### config.mk
export PLATFORM = sky130hd
export DESIGN_NAME = pemux_top
export DESIGN_NICKNAME = d
export VERILOG_FILES = /design/src/rtl/pemux_pkg.sv /design/src/rtl/pemux_pin.sv /design/src/rtl/pemux_top.sv
export SDC_FILE = /design/constraint.sdc
export NUM_CORES = 1
export LEC_CHECK = 0
export ABC_AREA = 1
export BUFFER_PORTS_ARGS = -buffer_cell sky130_fd_sc_hd__buf_2
export CAP_MARGIN = 20
export CORE_MARGIN = 10
export CORE_UTILIZATION = 38
export DETAILED_ROUTE_END_ITERATION = 8
export PLACE_DENSITY = 0.75
export RECOVER_POWER = 100
export SLEW_MARGIN = 0
export SYNTH_ARGS = -nofsm -noshare
export SYNTH_HDL_FRONTEND = slang
export SYNTH_SLANG_ARGS = --single-unit
### constraint.sdc
create_clock -name clk -period 1.25 [get_ports clk]
set_input_delay 0.1875 -clock clk [delete_from_list [all_inputs] [get_ports clk]]
set_output_delay 0.1875 -clock clk [all_outputs]
set_load 0.005 [all_outputs]
### src/rtl/pemux_pkg.sv
package pemux_pkg;
    // ------------------------------------------------------------
    // pin map and widths
    // ------------------------------------------------------------
    localparam int PIN_COUNT = 5;
    localparam int BUS_BIT_BASE = 8;
    localparam int PIN_SLAVE_RD = 0;
    localparam int PIN_SLAVE_WR = 1;
    localparam int PIN_SLAVE_CS = 2;
    localparam int PIN_PWM2_D = 0;
    localparam int PIN_PWM2_C = 1;
    localparam int PIN_PWM2_B = 2;
    localparam int PIN_PWM3_C = 3;
    localparam int PIN_PWM3_B = 4;
    localparam logic [4:0] RST_LATCH = 5'h00;
    localparam logic [4:0] RST_DIR = 5'h1f;
    localparam logic [7:0] RST_BYTE = 8'h00;

    // source chosen for a pin's drive, in priority order
    typedef enum logic [4:0] {
        PEMUX_SRC_BUS = 5'h01,
        PEMUX_SRC_PWM = 5'h02,
        PEMUX_SRC_SLAVE = 5'h04,
        PEMUX_SRC_LAT = 5'h08,
        PEMUX_SRC_IN = 5'h10
    } pemux_src_type;
endpackage : pemux_pkg

### src/rtl/pemux_pin.sv
`timescale 1ns/1ps
// ------------------------------------------------------------
// one pin: resolve who drives it
// ------------------------------------------------------------
module pemux_pin
    import pemux_pkg::*;
(
    input wire logic bus_en,
    input wire logic bus_out,
    input wire logic bus_read,
    input wire logic pwm_en,
    input wire logic pwm_val,
    input wire logic pwm_tri,
    input wire logic slave_en,
    input wire logic slave_val,
    input wire logic dir,
    input wire logic lat,
    output logic drive_val,
    output logic drive_oe_n,
    output pemux_src_type src
);
    always_comb begin
        drive_val = 1'b0;
        drive_oe_n = 1'b1;
        if (bus_en) begin
            // read phase releases pin for sampling
            src = PEMUX_SRC_BUS;
            drive_val = bus_out;
            drive_oe_n = bus_read;
        end else if (pwm_en) begin
            // pwm beats latch and slave port
            src = PEMUX_SRC_PWM;
            drive_val = pwm_val;
            drive_oe_n = pwm_tri;
        end else if (slave_en) begin
            src = PEMUX_SRC_SLAVE;
            drive_val = slave_val;
            drive_oe_n = 1'b0;
        end else if (!dir) begin
            // latch drives when direction is 0
            src = PEMUX_SRC_LAT;
            drive_val = lat;
            drive_oe_n = 1'b0;
        end else begin
            src = PEMUX_SRC_IN;
        end
    end
endmodule : pemux_pin

### src/rtl/pemux_top.sv
`timescale 1ns/1ps
module pemux_top
    import pemux_pkg::*;
#(
    parameter int NPINS = pemux_pkg::PIN_COUNT
)
(
    input wire logic clk,
    input wire logic sys_rst,
    input wire logic [4:0] pin_in,
    output logic [4:0] pin_out,
    output logic [4:0] pin_oe_n,
    output logic [4:0] pullup_on,
    output logic [4:0] port_e_pin_state,
    input wire logic [4:0] port_latch,
    input wire logic [4:0] direction_control,
    input wire logic port_e_pullup_enable,
    input wire logic emi_active,
    input wire logic emi_read,
    input wire logic [4:0] emi_addr_data,
    output logic [4:0] emi_data_in,
    input wire logic byte_write_mode,
    input wire logic table_write_instruction,
    input wire logic [7:0] table_latch,
    input wire logic table_pointer_lsb,
    output logic [15:0] bus_ad_out,
    output logic high_byte_write_strobe,
    output logic low_byte_write_strobe,
    input wire logic parallel_slave_port_mode,
    input wire logic [4:0] parallel_slave_port_data,
    output logic slave_read_en,
    output logic slave_write_en,
    output logic slave_chip_sel,
    input wire logic pwm2_en_b,
    input wire logic pwm2_en_c,
    input wire logic pwm2_en_d,
    input wire logic pwm2_channel_b,
    input wire logic pwm2_channel_c,
    input wire logic pwm2_channel_d,
    input wire logic pwm2_shutdown,
    input wire logic pwm3_en_b,
    input wire logic pwm3_en_c,
    input wire logic pwm3_channel_b,
    input wire logic pwm3_channel_c,
    input wire logic pwm3_shutdown,
    input wire logic pwm3_pin_map_select,
    input wire logic shutdown_tri_enable
);
    import pemux_pkg::*;

    // the pin map is fixed at five pins; refuse anything else
    if (NPINS != PIN_COUNT) begin : g_bad_npins
        $error("pemux_top: pin count must be 5");
    end

    // ------------------------------------------------------------
    // pin synchronisers
    // ------------------------------------------------------------
    logic [4:0] sync1_r, sync1_nxt, sync2_r, sync2_nxt;
    always_comb begin
        sync1_nxt = pin_in;
        sync2_nxt = sync1_r;
    end
    always_ff @(posedge clk or posedge sys_rst) begin
        if (sys_rst) begin
            sync1_r <= 5'h1f;
            sync2_r <= 5'h1f;
        end else begin
            sync1_r <= sync1_nxt;
            sync2_r <= sync2_nxt;
        end
    end

    // ------------------------------------------------------------
    // per-pin function resolution
    // ------------------------------------------------------------
    logic [4:0] pwm_en, pwm_val, pwm_tri, slave_en;
    logic [4:0] drv_val, drv_oe_n;
    pemux_src_type src [5];
    logic p3_map;

    always_comb begin
        // pwm3 pins need the map select
        p3_map = pwm3_pin_map_select;
        pwm_en = 5'h00;
        pwm_en[PIN_PWM2_D] = pwm2_en_d;
        pwm_en[PIN_PWM2_C] = pwm2_en_c;
        pwm_en[PIN_PWM2_B] = pwm2_en_b;
        pwm_en[PIN_PWM3_C] = pwm3_en_c & p3_map;
        pwm_en[PIN_PWM3_B] = pwm3_en_b & p3_map;
        pwm_val = {pwm3_channel_b, pwm3_channel_c, pwm2_channel_b,
            pwm2_channel_c, pwm2_channel_d};
        pwm_tri = {{2{pwm3_shutdown}}, {3{pwm2_shutdown}}}
            & {5{shutdown_tri_enable}};
        // slave control pins are inputs; slave port never drives here
        slave_en = 5'h00;
    end

    genvar g;
    generate
        for (g = 0; g < 5; g++) begin : g_pin
            pemux_pin u_pin (
                .bus_en(emi_active),
                .bus_out(emi_addr_data[g]),
                .bus_read(emi_read),
                .pwm_en(pwm_en[g]),
                .pwm_val(pwm_val[g]),
                .pwm_tri(pwm_tri[g]),
                .slave_en(slave_en[g]),
                .slave_val(parallel_slave_port_data[g]),
                .dir(direction_control[g]),
                .lat(port_latch[g]),
                .drive_val(drv_val[g]),
                .drive_oe_n(drv_oe_n[g]),
                .src(src[g])
            );
        end
    endgenerate

    // ------------------------------------------------------------
    // registered outputs
    // ------------------------------------------------------------
    logic [4:0] out_r, out_nxt, oe_r, oe_nxt, pu_r, pu_nxt;
    logic [4:0] st_r, st_nxt, emi_r, emi_nxt;
    logic [15:0] ad_r, ad_nxt;
    logic hi_stb_r, hi_stb_nxt, lo_stb_r, lo_stb_nxt;
    logic rd_r, rd_nxt, wr_r, wr_nxt, cs_r, cs_nxt;

    always_comb begin
        out_nxt = drv_val;
        oe_nxt = drv_oe_n;
        pu_nxt = direction_control & {5{port_e_pullup_enable}}
            & {5{~emi_active}};
        st_nxt = sync2_r;
        // bus read samples whatever direction says
        emi_nxt = (emi_active && emi_read) ? sync2_r : emi_r;
        if (byte_write_mode && table_write_instruction) begin
            ad_nxt = {table_latch, table_latch};
        end else begin
            ad_nxt = 16'h0000;
        end
        // exactly one strobe by pointer lsb during a byte-mode table write, none otherwise
        hi_stb_nxt = byte_write_mode && table_write_instruction
            && table_pointer_lsb;
        lo_stb_nxt = byte_write_mode && table_write_instruction
            && !table_pointer_lsb;
        // slave controls only read as inputs when dir is 1
        rd_nxt = parallel_slave_port_mode && !emi_active
            && direction_control[PIN_SLAVE_RD] && sync2_r[PIN_SLAVE_RD];
        wr_nxt = parallel_slave_port_mode && !emi_active
            && direction_control[PIN_SLAVE_WR] && sync2_r[PIN_SLAVE_WR];
        cs_nxt = parallel_slave_port_mode && !emi_active
            && direction_control[PIN_SLAVE_CS] && sync2_r[PIN_SLAVE_CS];
    end

    always_ff @(posedge clk or posedge sys_rst) begin
        if (sys_rst) begin
            out_r <= RST_LATCH;
            oe_r <= RST_DIR;
            pu_r <= 5'h00;
            st_r <= 5'h00;
            emi_r <= 5'h00;
            ad_r <= 16'h0000;
            hi_stb_r <= 1'b0;
            lo_stb_r <= 1'b0;
            rd_r <= 1'b0;
            wr_r <= 1'b0;
            cs_r <= 1'b0;
        end else begin
            out_r <= out_nxt;
            oe_r <= oe_nxt;
            pu_r <= pu_nxt;
            st_r <= st_nxt;
            emi_r <= emi_nxt;
            ad_r <= ad_nxt;
            hi_stb_r <= hi_stb_nxt;
            lo_stb_r <= lo_stb_nxt;
            rd_r <= rd_nxt;
            wr_r <= wr_nxt;
            cs_r <= cs_nxt;
        end
    end

    assign pin_out = out_r;
    assign pin_oe_n = oe_r;
    assign pullup_on = pu_r;
    assign port_e_pin_state = st_r;
    assign emi_data_in = emi_r;
    assign bus_ad_out = ad_r;
    assign high_byte_write_strobe = hi_stb_r;
    assign low_byte_write_strobe = lo_stb_r;
    assign slave_read_en = rd_r;
    assign slave_write_en = wr_r;
    assign slave_chip_sel = cs_r;

    // ------------------------------------------------------------
    // checks
    // ------------------------------------------------------------
    a_bus_drive_wins: assert property (
        @(posedge clk) disable iff (sys_rst)
        emi_active && !emi_read |=> pin_oe_n == 5'h00
        && pin_out == $past(emi_addr_data))
        else $error("bus not driving pins");
    a_bus_read_float: assert property (
        @(posedge clk) disable iff (sys_rst)
        emi_active && emi_read |=> pin_oe_n == 5'h1f)
        else $error("pins driven during bus read");
    a_bus_over_pwm: assert property (
        @(posedge clk) disable iff (sys_rst)
        emi_active && pwm2_en_d |=> pin_out[0] == $past(emi_addr_data[0])
        && pin_oe_n[0] == $past(emi_read))
        else $error("pwm overrode bus");
    a_latch_drive: assert property (
        @(posedge clk) disable iff (sys_rst)
        !emi_active && !pwm_en[4] && !direction_control[4]
        |=> !pin_oe_n[4] && pin_out[4] == $past(port_latch[4]))
        else $error("latch not on pin");
    a_pwm_over_latch: assert property (
        @(posedge clk) disable iff (sys_rst)
        !emi_active && pwm2_en_c && !pwm_tri[1]
        |=> pin_out[1] == $past(pwm2_channel_c) && !pin_oe_n[1])
        else $error("pwm lost to latch");
    a_pwm_tri_state: assert property (
        @(posedge clk) disable iff (sys_rst)
        !emi_active && pwm2_en_b && pwm2_shutdown && shutdown_tri_enable
        |=> pin_oe_n[2])
        else $error("shutdown pin still driven");
    a_pwm3_map: assert property (
        @(posedge clk) disable iff (sys_rst)
        !emi_active && !pwm3_pin_map_select && !direction_control[3]
        |=> pin_out[3] == $past(port_latch[3]) && !pin_oe_n[3])
        else $error("pwm3 mapped without select");
    a_byte_dup: assert property (
        @(posedge clk) disable iff (sys_rst)
        byte_write_mode && table_write_instruction
        |=> bus_ad_out == {2{$past(table_latch)}})
        else $error("table latch not duplicated");
    a_one_strobe: assert property (
        @(posedge clk) disable iff (sys_rst)
        byte_write_mode && table_write_instruction
        |=> (high_byte_write_strobe ^ low_byte_write_strobe)
        && high_byte_write_strobe == $past(table_pointer_lsb))
        else $error("wrong write strobe");
    a_rd_needs_dir: assert property (
        @(posedge clk) disable iff (sys_rst)
        !direction_control[0] |=> !slave_read_en)
        else $error("slave read with output direction");
    a_pwm_src_order: assert property (
        @(posedge clk) disable iff (sys_rst)
        src[2] == PEMUX_SRC_PWM && !pwm_tri[2]
        |=> !pin_oe_n[2] && pin_out[2] == $past(pwm2_channel_b))
        else $error("pwm source not on pin");
endmodule : pemux_top

==> impl_metrics.toml, run 1 <==
[power_and_ir_drop]
p_seq_share_pct = 58.8
p_int_uw = 2210
p_comb_share_pct = 12.1
finalPower_uw = 2900
switchingPower_uw = 683
switching_share_pct = 23.6
power.density_mw_per_mm2 = 1250
clkPwrFrac_pct = 29.1
peakVddDrop_mv = 0.584
leakage_uw = 0.00125

[routing]
drtPass1Iterations = 4
vias = 1424
ant_nets = 0
wl_mm = 4.57
post-route-drc-count = 0
wl_per_cell_um = 14.2
drt_iter0_drc = 74
vias_per_cell = 4.44

[place]
gp_congestion = 0.805
placed_cells = 307
hpwlAfterDp_mm = 3.71
place.port_buffers = 96

[critical_path]
path_buf_inv = 1
cp-end-kind = "output pin"
critPathTopFamily = "flip-flops"
reg2reg_from = "st_nxt[0]"
critPathSlowestCell = "dfstp_2"
crit_required_ns = 1.06
path_cells = "clkbuf_1"
reg2reg_to = "emi_data_in[0]"
cp_max_fo = 1
max_stage_delay_ns = 0.53
r2r_setup_slack_ns = 0.41
cp-start-kind = "flip-flop"
crit_arrival_ns = 0.93
reg2reg_depth = 2
crit_type = "flip-flop to output pin"

[logic_synthesis]
synth_top_flop_cell = "dfrtp_1"
yosysSeqAreaShare_pct = 69.8
synth_compound_area_share_pct = 3.22
synth_top_area_cell = "dfrtp_1"
syn_nets = 222
synthMuxAreaShare_pct = 0
synth_cell_type_count = 13
synthTopCellsByCount = "nand2_1, dfrtp_1, nor2_1"
synthTopCellsByArea = "dfrtp_1, dfstp_2, nand2_1, nor2_1, inv_1"
syn_avg_cell_area_um2 = 10.5
synthAdderAreaFrac_pct = 0
synth-simple-area-share_pct = 17.3
synth_xor_area_share_pct = 0
ys_ff_latch = 48
synthArstFlopShare_pct = 100
synth_area_mm2 = 0.00175
synth_top_family_by_area = "simple AND/OR/NAND/NOR gates"
synth_warnings = 0
postSynthCellCount = 166
synth.most_common_cell = "nand2_1"
synth_top_area_share_pct = 47.3
synth_edf_count = 0

[global_routing]
grt.met3_usage_pct = 6.59
gr-usage-met2_pct = 20.3
grt_pass1_wl_mm = 6.91
antenna_found_initial = 0
grt_pass1_vias = 1497
overflow = 0
busiest_layer = "met2"
grtUsageTotal_pct = 11.6
grt_max_degree = 24
grt_use_met1_pct = 11.3

[timing]
setup_violations = 0
tightest_slew_ns = 0.422
fmax_mhz = 894
fin_setup_tns_ns = 0
finalHoldViolations = 0
rsz0062_at_grt = "false"
fin_crit_ns = 1.12
clock_skew_ns = 0.000707
min_period_over_period_pct = 89.4
slew_violations = 0
relSlewSlack_pct = 71.9

[die]
initial_core_util_pct = 39.6
ios = 102
die-area_mm2 = 0.00771
core_mm2 = 0.00441
rows = 24
die_width_um = 87.8
die_y_um = 87.8

[cells_and_area]
stdcell_count = 321
antennaDiodeCount = 0
nets = 324
drive_above_1_share_pct = 29.7
syn2layout_area_growth_pct = 32.9

[worst_hold_path]
min_from = "table_pointer_lsb"
min_path_type = "input pin to flip-flop"
min_delay_worst_endpoint = "low_byte_write_strobe"
holdPathStages = 2

[clocking]
clk_latency_ns = 0.29
cts_hold_buf = 6
clkTransAtPathRegs_ns = 0.08
numCtsBuffers = 5
clockRootBuffer = "clkbuf_8"
postCtsSetupRepairBufs = 0
h-tree-depth = 2
cts_resized = 0
clockBufferDepth = 2
clkSinkCount = 48
tritoncts = "yes"

[flow_run]
drv_cap = 0

[status]
status = "completed"
==> sequential cells by signal (all words and copies together), names as in the netlist <==
signal,count
slave_chip_sel,1
high_byte_write_strobe,1
slave_write_en,1
port_e_pin_state,5
pin_oe_n,5
bus_ad_out,8
st_nxt,5
slave_read_en,1
sync1_r,5
emi_data_in,5
pullup_on,5
low_byte_write_strobe,1
pin_out,5
==> power groups by stage <==
stage | clock network [µW] | registers (µW) | logic (µW)
2_1_floorplan | 0 | 1740 | 155
3_3_place_gp | 0 | 1720 | 371
3_5_place_dp | 0 | 1730 | 380
4_1_cts | 886 | 1700 | 395
5_1_grt | 952 | 1720 | 404
6_report | 842 | 1700 | 351
==> cells in the final DEF (no fill, tap or decap) <==
master         count
nor2_1            24
clkbuf_8           5
clkinv_2           1
buf_1              1
clkbuf_2           1
nor3_1             3
nand2_2            1
dlygate4sd3_1      6
nand3_1            8
buf_12             1
inv_1             22
o21ai_0            3
clkbuf_1          43
nand2_1           40
buf_2             55
dfrtp_1           33
a21oi_1            6
dfstp_2           15
clkinvlp_4         1
==> how the worst max path moves through the flow <==
| stage | startpoint | end | slack, ns | depth (start not counted) |
|---|---|---|---|---|
| finish | pin_oe_n[2] | pin_oe_n[2] | 0.13 | 1 |
| global placement | emi_active | emi_data_in[0] | 0.43 | 4 |
| global route | pin_oe_n[0] | pin_oe_n[0] | 0.08 | 1 |
| CTS | pin_oe_n[2] | pin_oe_n[2] | 0.13 | 1 |
| floorplan | st_nxt[2] | slave_chip_sel | 0.47 | 2 |
| detailed placement | st_nxt[2] | slave_chip_sel | 0.39 | 2 |
==> stage by stage <==
step                hold slack, ns  area (µm²)  worst slack [ns]  utilization [%]
floorplan                    0.192        1750             0.475                -
global placement             0.208        2250             0.430             50.9
detailed placement           0.206        2250             0.394             50.9
CTS                         0.0362        2390             0.132             54.1
global route                0.0384        2320            0.0785             52.6
finish                      0.0530        2320             0.132             52.6
==> cell families (layout without fill, tap and decap cells) <==
logic type | after synthesis | count (layout)
AND/OR/NAND/NOR | 76 | 76
buffers and inverters | 33 | 136
flip-flops | 48 | 48
AO/OA/AOI/OAI | 9 | 9
==> final cells by class <==
| cell class | instances | area, µm² |
|---|---|---|
| inverter | 23 | 90.1 |
| clock inverter | 1 | 5.00 |
| multi-input combinational | 85 | 347 |
| tap | 52 | 65.1 |
| fill | 426 | 2090 |
| sequential | 48 | 1220 |
| clock buffer | 7 | 76.3 |
| timing repair buffer | 105 | 518 |
==> metal layers <==
layer,wire (µm),vias up
met4,46,0
met3,679,6
li1,-,689
met2,2220,70
met1,1630,659
met5,0,-
Power figures use the tool's default switching activity.
==> run 2, diff against run 1 <==
--- a/config.mk
+++ b/config.mk
@@ -9,11 +9,12 @@
 export BUFFER_PORTS_ARGS = -buffer_cell sky130_fd_sc_hd__buf_2
 export CAP_MARGIN = 20
 export CORE_MARGIN = 10
-export CORE_UTILIZATION = 38
+export CORE_UTILIZATION = 41
 export DETAILED_ROUTE_END_ITERATION = 8
-export PLACE_DENSITY = 0.75
+export PLACE_DENSITY = 0.77
 export RECOVER_POWER = 100
 export SLEW_MARGIN = 0
 export SYNTH_ARGS = -nofsm -noshare
 export SYNTH_HDL_FRONTEND = slang
+export SYNTH_HIERARCHICAL = 1
 export SYNTH_SLANG_ARGS = --single-unit
==> impl_metrics.toml, run 2 <==
[routing]
post-route-drc-count = 0
drtPass1Iterations = 4
drt_iter0_drc = 44
wl_per_cell_um = 12.4
ant_nets = 0
wl_mm = 4.73
vias = 1608
vias_per_cell = 4.23

[die]
core_mm2 = 0.00444
initial_core_util_pct = 43.1
die_width_um = 88.4
die-area_mm2 = 0.00781
rows = 24
ios = 102
die_y_um = 88.4

[clocking]
clockRootBuffer = "clkbuf_8"
h-tree-depth = 2
clk_latency_ns = 0.29
clockBufferDepth = 2
clkTransAtPathRegs_ns = 0.08
cts_resized = 0
postCtsSetupRepairBufs = 0
cts_hold_buf = 6
numCtsBuffers = 5
clkSinkCount = 48
tritoncts = "yes"

[cells_and_area]
utilization_pct = 58.9
drive_above_1_share_pct = 31.1
antennaDiodeCount = 0
final_cell_mix = "buf_2, nand2_1, nor2_1, clkbuf_1, dfrtp_1"
syn2layout_area_growth_pct = 36.6
final_common_cell = "buf_2"
nets = 383
largest_register_ffs = 8

[global_routing]
antenna_found_initial = 0
grt_pass1_wl_mm = 7.48
grtUsageTotal_pct = 12.3
grt_pass1_vias = 1634
overflow = 0
grt_max_degree = 49

[critical_path]
path_cells = "clkbuf_1"
cp_max_fo = 1
crit_required_ns = 1.06
max_stage_delay_ns = 0.53
cp-start-kind = "flip-flop"
critPathSlowestCell = "dfstp_2"
crit_type = "flip-flop to output pin"
cp-end-kind = "output pin"
path_buf_inv = 1
crit_arrival_ns = 0.94
r2r_setup_slack_ns = 0.44
critPathTopFamily = "flip-flops"

[status]
status = "completed"

[timing]
setup_violations = 0
rsz0062_at_grt = "false"
fin_crit_ns = 1.13
fin_hold_ws_ns = 0.0452
fmax_mhz = 886
tightest_slew_ns = 0.706
relSlewSlack_pct = 52.9
min_period_over_period_pct = 90.3
fin_setup_tns_ns = 0
finalHoldViolations = 0
slew_violations = 0
clock_skew_ns = 0.00345

[power_and_ir_drop]
power.density_mw_per_mm2 = 1240
peakVddDrop_mv = 0.673
leakage_uw = 0.00143
finalPower_uw = 3260

[place]
gp_congestion = 0.766
place.port_buffers = 101
hpwlAfterDp_mm = 3.72

[logic_synthesis]
synth_area_mm2 = 0.00192
syn_avg_cell_area_um2 = 9.30
postSynthCellCount = 206
synth_warnings = 6

[worst_hold_path]
min_path_type = "input pin to flip-flop"

[flow_run]
drv_cap = 0
## run 2: metal layers
layer  up-vias  global-route usage [%]  share of wire, %
met5         -                       0                 0
met4         0                    3.96              0.80
met3         4                    5.97                12
met2        68                    20.8                48
met1       701                    13.2                39
li1        835                       -                 -
## run 2: power breakdown
| part | internal [µW] | switching, µW | leakage, µW |
|---|---|---|---|
| combinational | 173 | 227 | 0.000789 |
| clock | 654 | 500 | 0.0000614 |
| sequential | 1670 | 36.4 | 0.000579 |
| total | 2490 | 764 | 0.00143 |
## run 2: layout make-up
| cell class | count | area [µm²] |
|---|---|---|
| inverter | 25 | 97.6 |
| fill | 419 | 1830 |
| sequential | 48 | 1220 |
| clock buffer | 6 | 82.6 |
| timing repair buffer | 109 | 532 |
| clock inverter | 2 | 38.8 |
| multi-input combinational | 138 | 581 |
| tap | 52 | 65.1 |
## run 2: through the flow
| stage | setup slack [ns] | std cells | instance area, µm² |
|---|---|---|---|
| 6_report | 0.121 | 380 | 2620 |
| 2_1_floorplan | 0.544 | 220 | 1970 |
| 3_5_place_dp | 0.403 | 366 | 2510 |
| 4_1_cts | 0.116 | 380 | 2690 |
| 3_3_place_gp | 0.439 | 366 | 2510 |
| 5_1_grt | 0.0406 | 380 | 2620 |
## run 2: path summary, 6_finish.rpt
| check | start | end | depth (start not counted) |
|---|---|---|---|
| setup / recovery | pin_oe_n[4] | pin_oe_n[4] | 1 |
| hold / removal | table_pointer_lsb | low_byte_write_strobe | 2 |
| setup reg to reg | st_nxt[1] | emi_data_in[1] | 2 |
| hold reg to reg | sync1_r[4] | st_nxt[4] | 0 |
| max in group asynchronous | sys_rst | port_e_pin_state[2] | 4 |
| min in group asynchronous | sys_rst | pullup_on[1] | 4 |
